`config.mk`:
```
export PLATFORM = sky130hd
export DESIGN_NAME = adc_config_spi_daisy_chain
export DESIGN_NICKNAME = d
export VERILOG_FILES = /design/src/cfg_spi_pkg.sv /design/src/adc_config_spi_daisy_chain.sv
export VERILOG_INCLUDE_DIRS = /design/src
export SDC_FILE = /design/constraint.sdc
export NUM_CORES = 1
export LEC_CHECK = 0
export ABC_CLOCK_PERIOD_IN_PS = 5800
export BUFFER_PORTS_ARGS = -buffer_cell sky130_fd_sc_hd__buf_2
export CORE_MARGIN = 3
export CORE_UTILIZATION = 40
export DETAILED_ROUTE_END_ITERATION = 8
export PLACE_DENSITY_LB_ADDON = 0.05
export SYNTH_ARGS = -nofsm -noshare
export SYNTH_HDL_FRONTEND = slang
export SYNTH_SLANG_ARGS = --single-unit
export TNS_END_PERCENT = 100
```
`constraint.sdc`:
```
create_clock -name clk -period 5.8 [get_ports clk]
set_clock_uncertainty 0.15 [all_clocks]
set_input_delay 0.58 -clock clk [delete_from_list [all_inputs] [get_ports clk]]
set_output_delay 0.58 -clock clk [all_outputs]
set_load 0.05 [all_outputs]
```
`src/cfg_spi_defs.svh`:
```
// Offsets, field positions, reset values and frame constants of the configuration port.
`ifndef CFG_SPI_DEFS_SVH
`define CFG_SPI_DEFS_SVH
`define FRAME_BITS        24
`define ADDR_PORT_CONTROL 8'h00
`define ADDR_CHAIN_LEN    8'h01
`define ADDR_BANK_SELECT  8'h03
`define ADDR_IFACE_INIT   8'h04
`define ADDR_READBACK     8'h06
`define ADDR_FORMAT_CAL   8'h0d
`define ADDR_GAIN_CAL     8'h33
`define ADDR_LATENCY      8'h34
`define ADDR_CHAN_POWER   8'hc0
`define BIT_PORT_MODE     2
`define BIT_READ_EN       1
`define BIT_SOFT_RESET    0
`define BANK_ZERO_CODE    8'h00
`define BANK_ONE_CODE     8'h02
`define BANK_TWO_CODE     8'h10
`define RST_BANK_SELECT   16'h0002
`define RST_FORMAT_CAL    16'h2002
`define RST_ZERO          16'h0000
`define CMD_DAISY_READ    8'hfe
`define PD_FIELD_MSB      1
`define PD_FIELD_ALL_OFF  2'h3
`define CHAIN_LSB         2
`define CHAIN_MSB         6
`endif

```
`src/cfg_spi_pkg.sv`:
```
// Types shared by the configuration port.
package cfg_spi_pkg;
	typedef struct packed {
		logic [7:0]  addr;
		logic [15:0] data;
	} frame_s;
endpackage : cfg_spi_pkg

```
`src/adc_config_spi_daisy_chain.sv`:
```
// Serial configuration port with banked registers and daisy-chain forwarding.
//
// Function
// RULE1: Writes accepted only while read enable clear; the code takes control word writes even while it is set.
// RULE2: Sixteen-bit registers, three banks, eight-bit address.
// RULE3: Bank zero decoded whatever bank is selected.
// RULE4: Controller selects bank before bank writes.
// RULE5: Legacy read returns data in next frame.
// RULE6: Controller sequences bank, enable, address, disable.
// RULE7: Daisy mode forwards input delayed 24 clocks.
// RULE8: Controller programs chain length after reset.
// RULE9: Daisy write is N times 24 clocks.
// RULE10: Command 0xfe loads addressed data for readout.
// RULE11: Readout shifts address then sixteen data bits.
// RULE12: Soft reset bit or pin restores defaults.
// RULE13: Power-down field 11b or pin powers down.
// RULE14: Controller writes init registers after reset.
// RULE15: Fastest variant needs extra init bits.
// RULE16: Control word: mode, read enable, reset bits.
// RULE17: Bank select codes 0, 2, 16; reset 2.
// RULE18: Chain length in bits six to two.
// RULE19: Readback register mirrors control word.
// RULE20: Frame is address then data, MSB first.
`timescale 1ns/1ps
`include "cfg_spi_defs.svh"
module adc_config_spi_daisy_chain
	import cfg_spi_pkg::*;
(
	// Clock and reset.
	input  wire logic        clk,
	input  wire logic        resetn,
	// Serial pins from the controller or previous device.
	input  wire logic        cs_n,
	input  wire logic        sclk,
	input  wire logic        sdi,
	output logic             sdo,
	// Device pins.
	input  wire logic        reset_pin_n,
	input  wire logic        powerdown_pin_n,
	// Status toward the converter core.
	output logic             powered_down,
	output logic [15:0]      format_cal_out
);
	////////////////////////////////////////////////////////////////////////////////
	logic [2:0] cs_sync, sclk_sync, sdi_sync, rst_sync, pd_sync;
	always_ff @(posedge clk) begin
		cs_sync   <= {cs_sync[1:0], cs_n};
		sclk_sync <= {sclk_sync[1:0], sclk};
		sdi_sync  <= {sdi_sync[1:0], sdi};
		rst_sync  <= {rst_sync[1:0], reset_pin_n};
		pd_sync   <= {pd_sync[1:0], powerdown_pin_n};
	end
	wire cs_act   = !cs_sync[1];
	wire rise     = !sclk_sync[2] && sclk_sync[1];
	wire fall     = sclk_sync[2] && !sclk_sync[1];
	wire din      = sdi_sync[1];

	////////////////////////////////////////////////////////////////////////////////
	// Registers.
	logic [15:0] port_control, chain_len_reg, bank_select, interface_init;
	logic [15:0] format_and_calibration, gain_calibration_enable, latency_enable;
	logic [15:0] channel_power_control;
	logic        soft_reset;
	wire hard_reset = !resetn || !rst_sync[1] || soft_reset; // [RULE12]
	wire legacy     = port_control[`BIT_PORT_MODE];              // [RULE16]
	wire read_en    = port_control[`BIT_READ_EN] && legacy;      // [RULE16]
	wire bank_one_select = bank_select[7:0] == `BANK_ONE_CODE;   // [RULE17]
	wire bank_two_select = bank_select[7:0] == `BANK_TWO_CODE;   // [RULE17]

	////////////////////////////////////////////////////////////////////////////////
	// Frame shifter: 24 bits, address then data, MSB first.
	logic [23:0] shift_in, shift_out;
	logic [4:0]  bit_cnt;
	logic        frame_done;
	wire [23:0] next_shift_in = {shift_in[22:0], din};
	wire        last_bit      = bit_cnt == 5'(`FRAME_BITS - 1);
	always_ff @(posedge clk) begin
		frame_done <= 1'b0;
		if (!resetn || !cs_act) begin
			bit_cnt <= 5'h00;
		end else if (rise) begin
			shift_in <= next_shift_in; // [RULE20]
			bit_cnt  <= last_bit ? 5'h00 : bit_cnt + 5'h01;
			frame_done <= last_bit;
		end
	end
	frame_s got;
	assign got = shift_in;

	////////////////////////////////////////////////////////////////////////////////
	// Decode: bank 0 addresses respond in any bank.
	wire [7:0] a = got.addr;
	wire is_b0 = a == `ADDR_PORT_CONTROL || a == `ADDR_CHAIN_LEN || a == `ADDR_BANK_SELECT
		|| a == `ADDR_IFACE_INIT || a == `ADDR_READBACK;                  // [RULE3]
	wire daisy_cmd = !legacy && a == `CMD_DAISY_READ;                    // [RULE10]
	wire [7:0] rd_addr = daisy_cmd ? got.data[7:0] : a;
	logic [15:0] rd_data;
	always_comb begin
		rd_data = 16'h0000;
		case (rd_addr) // [RULE2]
			`ADDR_CHAIN_LEN:   rd_data = chain_len_reg;
			`ADDR_BANK_SELECT: rd_data = bank_select;
			`ADDR_IFACE_INIT:  rd_data = interface_init;
			`ADDR_READBACK:    rd_data = port_control; // [RULE19]
			`ADDR_FORMAT_CAL:  rd_data = bank_one_select ? format_and_calibration : 16'h0000;
			`ADDR_GAIN_CAL:    rd_data = bank_one_select ? gain_calibration_enable : 16'h0000;
			`ADDR_LATENCY:     rd_data = bank_one_select ? latency_enable : 16'h0000;
			`ADDR_CHAN_POWER:  rd_data = bank_one_select ? channel_power_control : 16'h0000;
			default:           rd_data = 16'h0000;
		endcase
	end
	// Writes to the control word are always taken so reads can be switched off.
	wire wr_ok = frame_done && !daisy_cmd && (!read_en || a == `ADDR_PORT_CONTROL); // [RULE1]
	wire wr_b1 = wr_ok && bank_one_select && !is_b0;
	always_ff @(posedge clk) begin
		soft_reset <= 1'b0;
		if (hard_reset) begin
			port_control            <= `RST_ZERO;
			chain_len_reg           <= `RST_ZERO;
			bank_select             <= `RST_BANK_SELECT;
			interface_init          <= `RST_ZERO;
			format_and_calibration  <= `RST_FORMAT_CAL;
			gain_calibration_enable <= `RST_ZERO;
			latency_enable          <= `RST_ZERO;
			channel_power_control   <= `RST_ZERO;
		end else if (wr_ok) begin
			case (a)
				`ADDR_PORT_CONTROL: begin
					port_control <= {13'h0000, got.data[2:1], 1'b0};
					soft_reset   <= got.data[`BIT_SOFT_RESET]; // [RULE12]
				end
				`ADDR_CHAIN_LEN:   chain_len_reg <= got.data; // [RULE18]
				`ADDR_BANK_SELECT: bank_select   <= got.data; // [RULE17]
				`ADDR_IFACE_INIT:  interface_init <= got.data;
				default: begin
					if (wr_b1 && a == `ADDR_FORMAT_CAL) format_and_calibration <= got.data;
					if (wr_b1 && a == `ADDR_GAIN_CAL)   gain_calibration_enable <= got.data;
					if (wr_b1 && a == `ADDR_LATENCY)    latency_enable <= got.data;
					if (wr_b1 && a == `ADDR_CHAN_POWER) channel_power_control <= got.data;
				end
			endcase
		end
	end

	a_write_block: assert property (@(posedge clk) disable iff (!resetn) // [RULE1]
		frame_done && read_en && a != `ADDR_PORT_CONTROL && !hard_reset |=> $stable(format_and_calibration))
		else $error("register write taken while reads enabled");

	a_bank_guard: assert property (@(posedge clk) disable iff (!resetn) // [RULE17]
		wr_ok && !bank_one_select && a == `ADDR_FORMAT_CAL && !hard_reset |=> $stable(format_and_calibration))
		else $error("bank one register written while another bank selected");

	a_bank_zero: assert property (@(posedge clk) disable iff (!resetn) // [RULE3]
		wr_ok && a == `ADDR_IFACE_INIT && !hard_reset |=> interface_init == $past(got.data))
		else $error("bank zero register write lost");

	a_chain_len: assert property (@(posedge clk) disable iff (!resetn) // [RULE18]
		wr_ok && a == `ADDR_CHAIN_LEN && !hard_reset |=> chain_len_reg == $past(got.data))
		else $error("chain length write lost");

	// A soft reset must land one cycle after the soft_reset pulse that the control word write raises.
	a_soft_reset: assert property (@(posedge clk) disable iff (!resetn) // [RULE12]
		soft_reset |=> format_and_calibration == `RST_FORMAT_CAL && bank_select == `RST_BANK_SELECT)
		else $error("soft reset did not restore defaults");
	wire [1:0] channel_powerdown_field = channel_power_control[`PD_FIELD_MSB:0];
	always_ff @(posedge clk) begin
		if (!resetn) begin
			powered_down   <= 1'b0;
			format_cal_out <= `RST_FORMAT_CAL;
		end else begin
			powered_down   <= !pd_sync[1] || channel_powerdown_field == `PD_FIELD_ALL_OFF; // [RULE13]
			format_cal_out <= format_and_calibration;
		end
	end

	a_powerdown: assert property (@(posedge clk) disable iff (!resetn) // [RULE13]
		!pd_sync[1] |=> powered_down)
		else $error("power-down pin not reflected");

	////////////////////////////////////////////////////////////////////////////////
	// Output: legacy reads load data for the next frame; daisy mode passes input
	// through the 24-bit shifter, or readout image after a read command.
	// Presenting the top bit at load time means the first rising edge of the next
	// frame already sees valid data; the fresh input bit feeds the chain directly
	// so the forward delay is exactly one frame and not two.
	wire next_bit_out = legacy ? 1'b0 : din;
	always_ff @(posedge clk) begin
		if (!resetn) begin
			shift_out <= 24'h000000;
			sdo       <= 1'b0;
		end else if (frame_done && (read_en || daisy_cmd)) begin
			shift_out <= {rd_addr, rd_data}; // [RULE5] [RULE11]
			sdo       <= rd_addr[7];
		end else begin
			if (rise) shift_out <= {shift_out[22:0], next_bit_out}; // [RULE7]
			if (fall && cs_act) sdo <= shift_out[23];
		end
	end

	a_read_load: assert property (@(posedge clk) disable iff (!resetn) // [RULE5]
		frame_done && read_en |=> shift_out == {$past(rd_addr), $past(rd_data)})
		else $error("legacy read data not loaded");

	a_readback_copy: assert property (@(posedge clk) disable iff (!resetn) // [RULE19]
		frame_done && read_en && a == `ADDR_READBACK |=> shift_out[15:0] == $past(port_control))
		else $error("readback does not mirror control word");

	a_daisy_load: assert property (@(posedge clk) disable iff (!resetn) // [RULE11]
		frame_done && daisy_cmd |=> shift_out[23:16] == $past(got.data[7:0]))
		else $error("daisy readout address not loaded");

	a_daisy_shift: assert property (@(posedge clk) disable iff (!resetn) // [RULE7]
		!legacy && rise && !frame_done |=> shift_out[0] == $past(din))
		else $error("daisy forward path dropped a bit");
endmodule : adc_config_spi_daisy_chain

```
Word level (Yosys, flattened, before mapping)
Cells that the tools add are included.
{"block": "word_totals", "memories": 0, "inputBits": 7, "latchBits": 0, "reg_bits": 198, "romBits": 0, "ramBits": 0}
{"block": "op_classes", "multipliers": 0, "n_shift": 0, "n_reduce_logical": 49, "bitwise_logic": 5, "magnitude_cmp": 0, "div": 0, "n_mux": 12, "addsub": 1, "eq_ne": 20}
{"operator": "case mux 16 bit (8 select lines)", "n": 1}
{"operator": "two-way mux 16 bit", "n": 4}
{"operator": "two-way mux 24 bit", "n": 2}
{"operator": "equality test 8 x 3 -> 1 bit (second input constant)", "n": 4}
{"operator": "equality test 8 x 6 -> 1 bit (second input constant)", "n": 4}
{"operator": "equality test 8 x 2 -> 1 bit (second input constant)", "n": 3}
{"operator": "equality test 8 bit (second input constant)", "n": 3}
{"operator": "equality test 8 x 1 -> 1 bit (second input constant)", "n": 2}
{"operator": "equality test 8 x 4 -> 1 bit (second input constant)", "n": 2}
{"operator": "logical AND 1 bit", "n": 14}
{"operator": "AND reduction 3 bit", "n": 4}
{"operator": "logical NOT 1 bit", "n": 10}
{"operator": "logical OR 1 bit", "n": 10}
{"operator": "AND reduction 2 bit", "n": 5}
{"operator": "logical NOT 8 bit", "n": 1}
{"operator": "two-way mux 8 bit", "n": 1}
{"operator": "adder 5 x 1 -> 5 bit (second input constant)", "n": 1}
{"operator": "equality test 5 bit (second input constant)", "n": 1}
{"operator": "two-way mux 5 bit", "n": 1}
{"operator": "inverter 1 bit", "n": 5}
{"operator": "nonzero test 2 bit", "n": 2}
{"operator": "OR reduction 4 bit", "n": 1}
{"operator": "two-way mux 1 bit", "n": 3}
{"operator": "OR reduction 3 bit", "n": 1}
{"operator": "2 further kinds", "n": 2}

Depth between registers and ports, before layout
{"block": "logic_depth", "word_depth": 9, "depth_mapped": 11, "ltp_nobuf": 7}

Worst setup path after synthesis
Ideal clock, no wire load.
{"block": "synth_path", "path_kind": "reg-to-reg", "startpoint": "reg shift_in[16], in the netlist got[16]", "endpoint": "reg shift_out[1]", "path_stages_with_launch": 10, "synth_period_minus_slack_ns": 2.671, "arrival_time_ns": 2.435, "n_path_buf": 2, "slack_ns": 3.129, "required_ns": 5.564, "cell_sequence": "edfxtp_1 > nand3b_2 > o41a_1 > or2_1 > buf_6 > or3_1 > buf_2 > o22ai_1 > a221oi_1 > a211oi_1"}
{"block": "synth_via", "elab_chain_cells": 6}
{"item": "start: declaration", "line_no": "adc_config_spi_daisy_chain.sv:72", "text": "logic [23:0] shift_in, shift_out;"}
{"item": "start signal: assignment", "line_no": "adc_config_spi_daisy_chain.sv:82", "text": "shift_in <= next_shift_in;"}
{"item": "equality test 8 bit (no line)"}
{"item": "logical AND 1 bit (no line)"}
{"item": "two-way mux 8 bit", "line_no": "adc_config_spi_daisy_chain.sv:96", "text": "wire [7:0] rd_addr = daisy_cmd ? got.data[7:0] : a;"}
{"item": "equality test 8 bit (tied with other cells)", "line_no": "adc_config_spi_daisy_chain.sv:100", "text": "case (rd_addr)"}
{"item": "case mux 16 bit (8 select lines)", "line_no": "adc_config_spi_daisy_chain.sv:100"}
{"item": "two-way mux 24 bit", "line_no": "adc_config_spi_daisy_chain.sv:191", "text": "end else if (frame_done && (read_en || daisy_cmd)) begin"}
{"item": "end signal: assignment", "line_no": "adc_config_spi_daisy_chain.sv:192", "text": "shift_out <= {rd_addr, rd_data};"}
{"item": "end signal: assignment", "line_no": "adc_config_spi_daisy_chain.sv:195", "text": "if (rise) shift_out <= {shift_out[22:0], next_bit_out};"}
{"item": "end: declaration", "line_no": "adc_config_spi_daisy_chain.sv:72"}
Several ways; a longest one is shown, not always the timed one.
A chain may end at the register's enable or synchronous reset.

Worst setup path after layout
{"block": "layout_path", "startpoint": "reg shift_in[16], in the netlist got[16]", "endpoint": "reg shift_out[14]"}
Same word-level chain as after synthesis.

==> flow_metrics.env <==
export IMPL_place_hpwl_mm=14.6
export IMPL_worst_hold_slack_ns=0.0826
export IMPL_timing_hold_violations_final=0
export IMPL_chipHeight_um=150
export IMPL_fin_setup_tns_ns=0
export IMPL_floorplan_rows=51
export IMPL_worst_hold_start="powerdown_pin_n"
export IMPL_yosysUniqueCellTypes=65
export IMPL_cp_cell_sequence="nand3b_2 -> o41ai_2 -> nand2_1 -> and4b_1 -> a22o_1 -> a221oi_1 -> a211oi_1"
export IMPL_async_flop_share=0
export IMPL_detail_route_first_pass_iterations=5
export IMPL_yosysWarnings=0
export IMPL_number_of_drc_markers_after_the_initial_detailed_route_iteration=569
export IMPL_gp_congestion=0.899
export IMPL_h_tree_depth=4
export IMPL_grt_ovfl_total=0
export IMPL_slowest_delay_ns=0.86
export IMPL_ys_seq_elements=198
export IMPL_num_vias=6198
export IMPL_postSynthAreaPerCell_um2=9.78
export IMPL_leading_cell_type_in_the_layout_fill_and_taps_excluded="sky130_fd_sc_hd__dfxtp_1"
export IMPL_place_area_mm2=0.00849
export IMPL_routed_via_density=5.60
export IMPL_die_width_um=150
export IMPL_powerDensity_mw_per_mm2=292
export IMPL_clock_tree_root_cell="sky130_fd_sc_hd__clkbuf_16"
export IMPL_postCtsResizedCells=0
export IMPL_postCtsHoldBufs=0
export IMPL_r2r_slack_ns=2.18
export IMPL_critPathSlowestCell="sky130_fd_sc_hd__and4b_1"
export IMPL_final_cells=1107
export IMPL_critical_path_reg2reg_endpoint="shift_out[14]$_SDFFE_PN0P_"
export IMPL_final_antenna_net_count=0
export IMPL_synth_top_flop_cell="sky130_fd_sc_hd__dfxtp_1"
export IMPL_wl_mm=22.2
export IMPL_finalNetCount=837
export IMPL_grt_pass1_vias=5803
export IMPL_setup_viol_count_final=0
export IMPL_cpLargestDelayFamily="simple AND/OR/NAND/NOR gates"
export IMPL_insertion_delay_ns=0.44
export IMPL_num_io_pins=25
export IMPL_tritoncts_num_sinks=198
export IMPL_route_detailed_drc=0
export IMPL_synth_cells=843
export IMPL_insertedDiodeCount=0
export IMPL_die_area_mm2=0.0224
export IMPL_fin_area_mm2=0.00908
export IMPL_fmaxAchievable_mhz=276
export IMPL_critPathLaunchType="flop"
export IMPL_syn2layout_area_growth_pct=10.1
export IMPL_yosys_area_top_type_share=0.422
export IMPL_tritoncts_num_buffers=17
export IMPL_tritoncts_clock_tree="yes"
export IMPL_setup_repair_after_global_routing_missed_its_margin="no"
export IMPL_globalRouteTotalUtil=0.202
export IMPL_critical_path_endpoint_type="flop"
export IMPL_power_leakage_nw=4.04
export IMPL_cp_required_ns=6.00
export IMPL_floorplan_core_area_mm2=0.0198
export IMPL_final_period_demand_of_the_worst_path_ns=3.62
export IMPL_clockBufferDepth=2
export IMPL_starting_utilization_of_the_core_area=0.416
export IMPL_synth_net_count=851
export IMPL_worst_pin_slew_ns=1.24
export IMPL_r2r_cells=7
export IMPL_worstHoldPathType="in -> reg"
export IMPL_timing_critical_path_arrival_ns=3.82
export IMPL_path_max_fanout=16
export IMPL_max_capacitance_violation_count=0
export IMPL_timing_max_transition_violations_final=0
export IMPL_synth_yosys_seq_area_share=0.510
export IMPL_edff_count_synth=24
export IMPL_hold_path_endpoint="pd_sync[0]$_DFF_P_"
export IMPL_r2r_start="got[16]$_DFFE_PP_"
export IMPL_path_class="reg -> reg"
export IMPL_post_route_cells_drive_above_1_share=0.102
export IMPL_whs_path_depth=1
export IMPL_max_vdd_ir_drop_uv=186
export IMPL_placement_io_buffers=24
export IMPL_grt_antenna_before_repair=0
export IMPL_finalCritPeriodShare=0.624
export IMPL_mappedNetlistArea_mm2=0.00825
export IMPL_yosysTopAreaCell="sky130_fd_sc_hd__dfxtp_1"
export IMPL_dp_cells=1075
export IMPL_first_pass_grt_wire_length_mm=34.4
export IMPL_clock_pin_slew_on_the_worst_setup_and_hold_paths_ns=0.08
export IMPL_routedWlPerCell_um=20.0
export IMPL_synth_area_top_cells="sky130_fd_sc_hd__dfxtp_1 (42%), sky130_fd_sc_hd__mux2i_1 (14%), sky130_fd_sc_hd__edfxtp_1 (8.7%), sky130_fd_sc_hd__nor2_1 (7.7%), sky130_fd_sc_hd__nand2_1 (2.7%)"
export IMPL_most_common_layout_cells="sky130_fd_sc_hd__dfxtp_1 (174), sky130_fd_sc_hd__nor2_1 (169), sky130_fd_sc_hd__mux2i_1 (119), sky130_fd_sc_hd__nand2_1 (60)"
export IMPL_slew_limit_headroom=0.173
export IMPL_grt_max_degree=60
export IMPL_status="complete, no violations"
export IMPL_post_cts_setup_buffer_count=0
export IMPL_cp_num_buf_inv=0
## final cells by class
cell class / count / area (µm²)
Clock inverter: 14 / 136
Timing Repair Buffer: 34 / 195
Inverter: 2 / 7.51
Fill cell: 1916 / 10800
Tap cell: 265 / 332
Multi-Input combinational cell: 576 / 3760
Sequential cell: 198 / 4200
Clock buffer: 18 / 450
## cell families after synthesis
group	synth area share
AOI/OAI and AO/OA	0.120
xor gates and xnor gates	0.00212
adders and majority gates	0.00152
buffers and inverters	0.0378
DFF	0.510
muxes	0.144
and+or+nand+nor	0.184
## synthesized netlist by cell type, types with 7 or more instances
| library cell | instances |
|---|---|
| sky130_fd_sc_hd__nor2_1 | 170 |
| sky130_fd_sc_hd__nor3_1 | 12 |
| sky130_fd_sc_hd__nand3_1 | 17 |
| sky130_fd_sc_hd__mux2i_1 | 119 |
| sky130_fd_sc_hd__o21ai_0 | 7 |
| sky130_fd_sc_hd__clkbuf_1 | 38 |
| sky130_fd_sc_hd__a22o_1 | 19 |
| sky130_fd_sc_hd__and3_1 | 10 |
| sky130_fd_sc_hd__a21oi_1 | 20 |
| sky130_fd_sc_hd__a211oi_1 | 14 |
| sky130_fd_sc_hd__buf_2 | 20 |
| sky130_fd_sc_hd__a221oi_1 | 8 |
| sky130_fd_sc_hd__nand4_1 | 8 |
| sky130_fd_sc_hd__a2111oi_0 | 7 |
| sky130_fd_sc_hd__and2_1 | 16 |
| sky130_fd_sc_hd__dfxtp_1 | 174 |
| sky130_fd_sc_hd__nand2_1 | 60 |
| sky130_fd_sc_hd__edfxtp_1 | 24 |
| sky130_fd_sc_hd__o22ai_1 | 7 |
## per-layer routing
metal / GRT usage / routed length, µm / up-vias
met2: 0.295 / 9560 / 195
met5: 0 / 0 / -
met4: 0.0517 / 262 / 0
li1: - / - / 2955
met3: 0.0478 / 1310 / 30
met1: 0.300 / 11100 / 3018
## worst max path at each step
stage                                      startpoint                                        to  cells after the start
after floorplan                     got[16]$_DFFE_PP_                 shift_out[1]$_SDFFE_PN0P_                      9
after global placement    bank_select[0]$_SDFFE_PP0P_  gain_calibration_enable[10]$_SDFFE_PP0P_                      7
after detailed placement            got[16]$_DFFE_PP_                shift_out[14]$_SDFFE_PN0P_                      7
after CTS                           got[16]$_DFFE_PP_                shift_out[14]$_SDFFE_PN0P_                      7
after global routing                got[16]$_DFFE_PP_                shift_out[14]$_SDFFE_PN0P_                      7
final                               got[16]$_DFFE_PP_                shift_out[14]$_SDFFE_PN0P_                      7
## through the flow
step	power, mW	util	worst slack [ns]
floorplan	1.49	-	3.13
global placement	1.52	0.428	2.33
detailed placement	1.52	0.428	2.26
CTS	2.68	0.458	2.22
global route	2.75	0.458	1.94
finish	2.66	0.458	2.18
## worst reg2reg max path, cell delays in order (launching register included)
cell,delay (ns)
sky130_fd_sc_hd__edfxtp_1,0.56
sky130_fd_sc_hd__nand3b_2,0.41
sky130_fd_sc_hd__o41ai_2,0.64
sky130_fd_sc_hd__nand2_1,0.37
sky130_fd_sc_hd__and4b_1,0.86
sky130_fd_sc_hd__a22o_1,0.24
sky130_fd_sc_hd__a221oi_1,0.05
sky130_fd_sc_hd__a211oi_1,0.27
## report_power, final
part	internal, mW	total, mW	switching [mW]
Clock	0.594	1.17	0.574
Sequential	1.40	1.41	0.0133
Combinational	0.0238	0.0793	0.0554
Total	2.01	2.66	0.642
(Power assumes the default switching activity.)
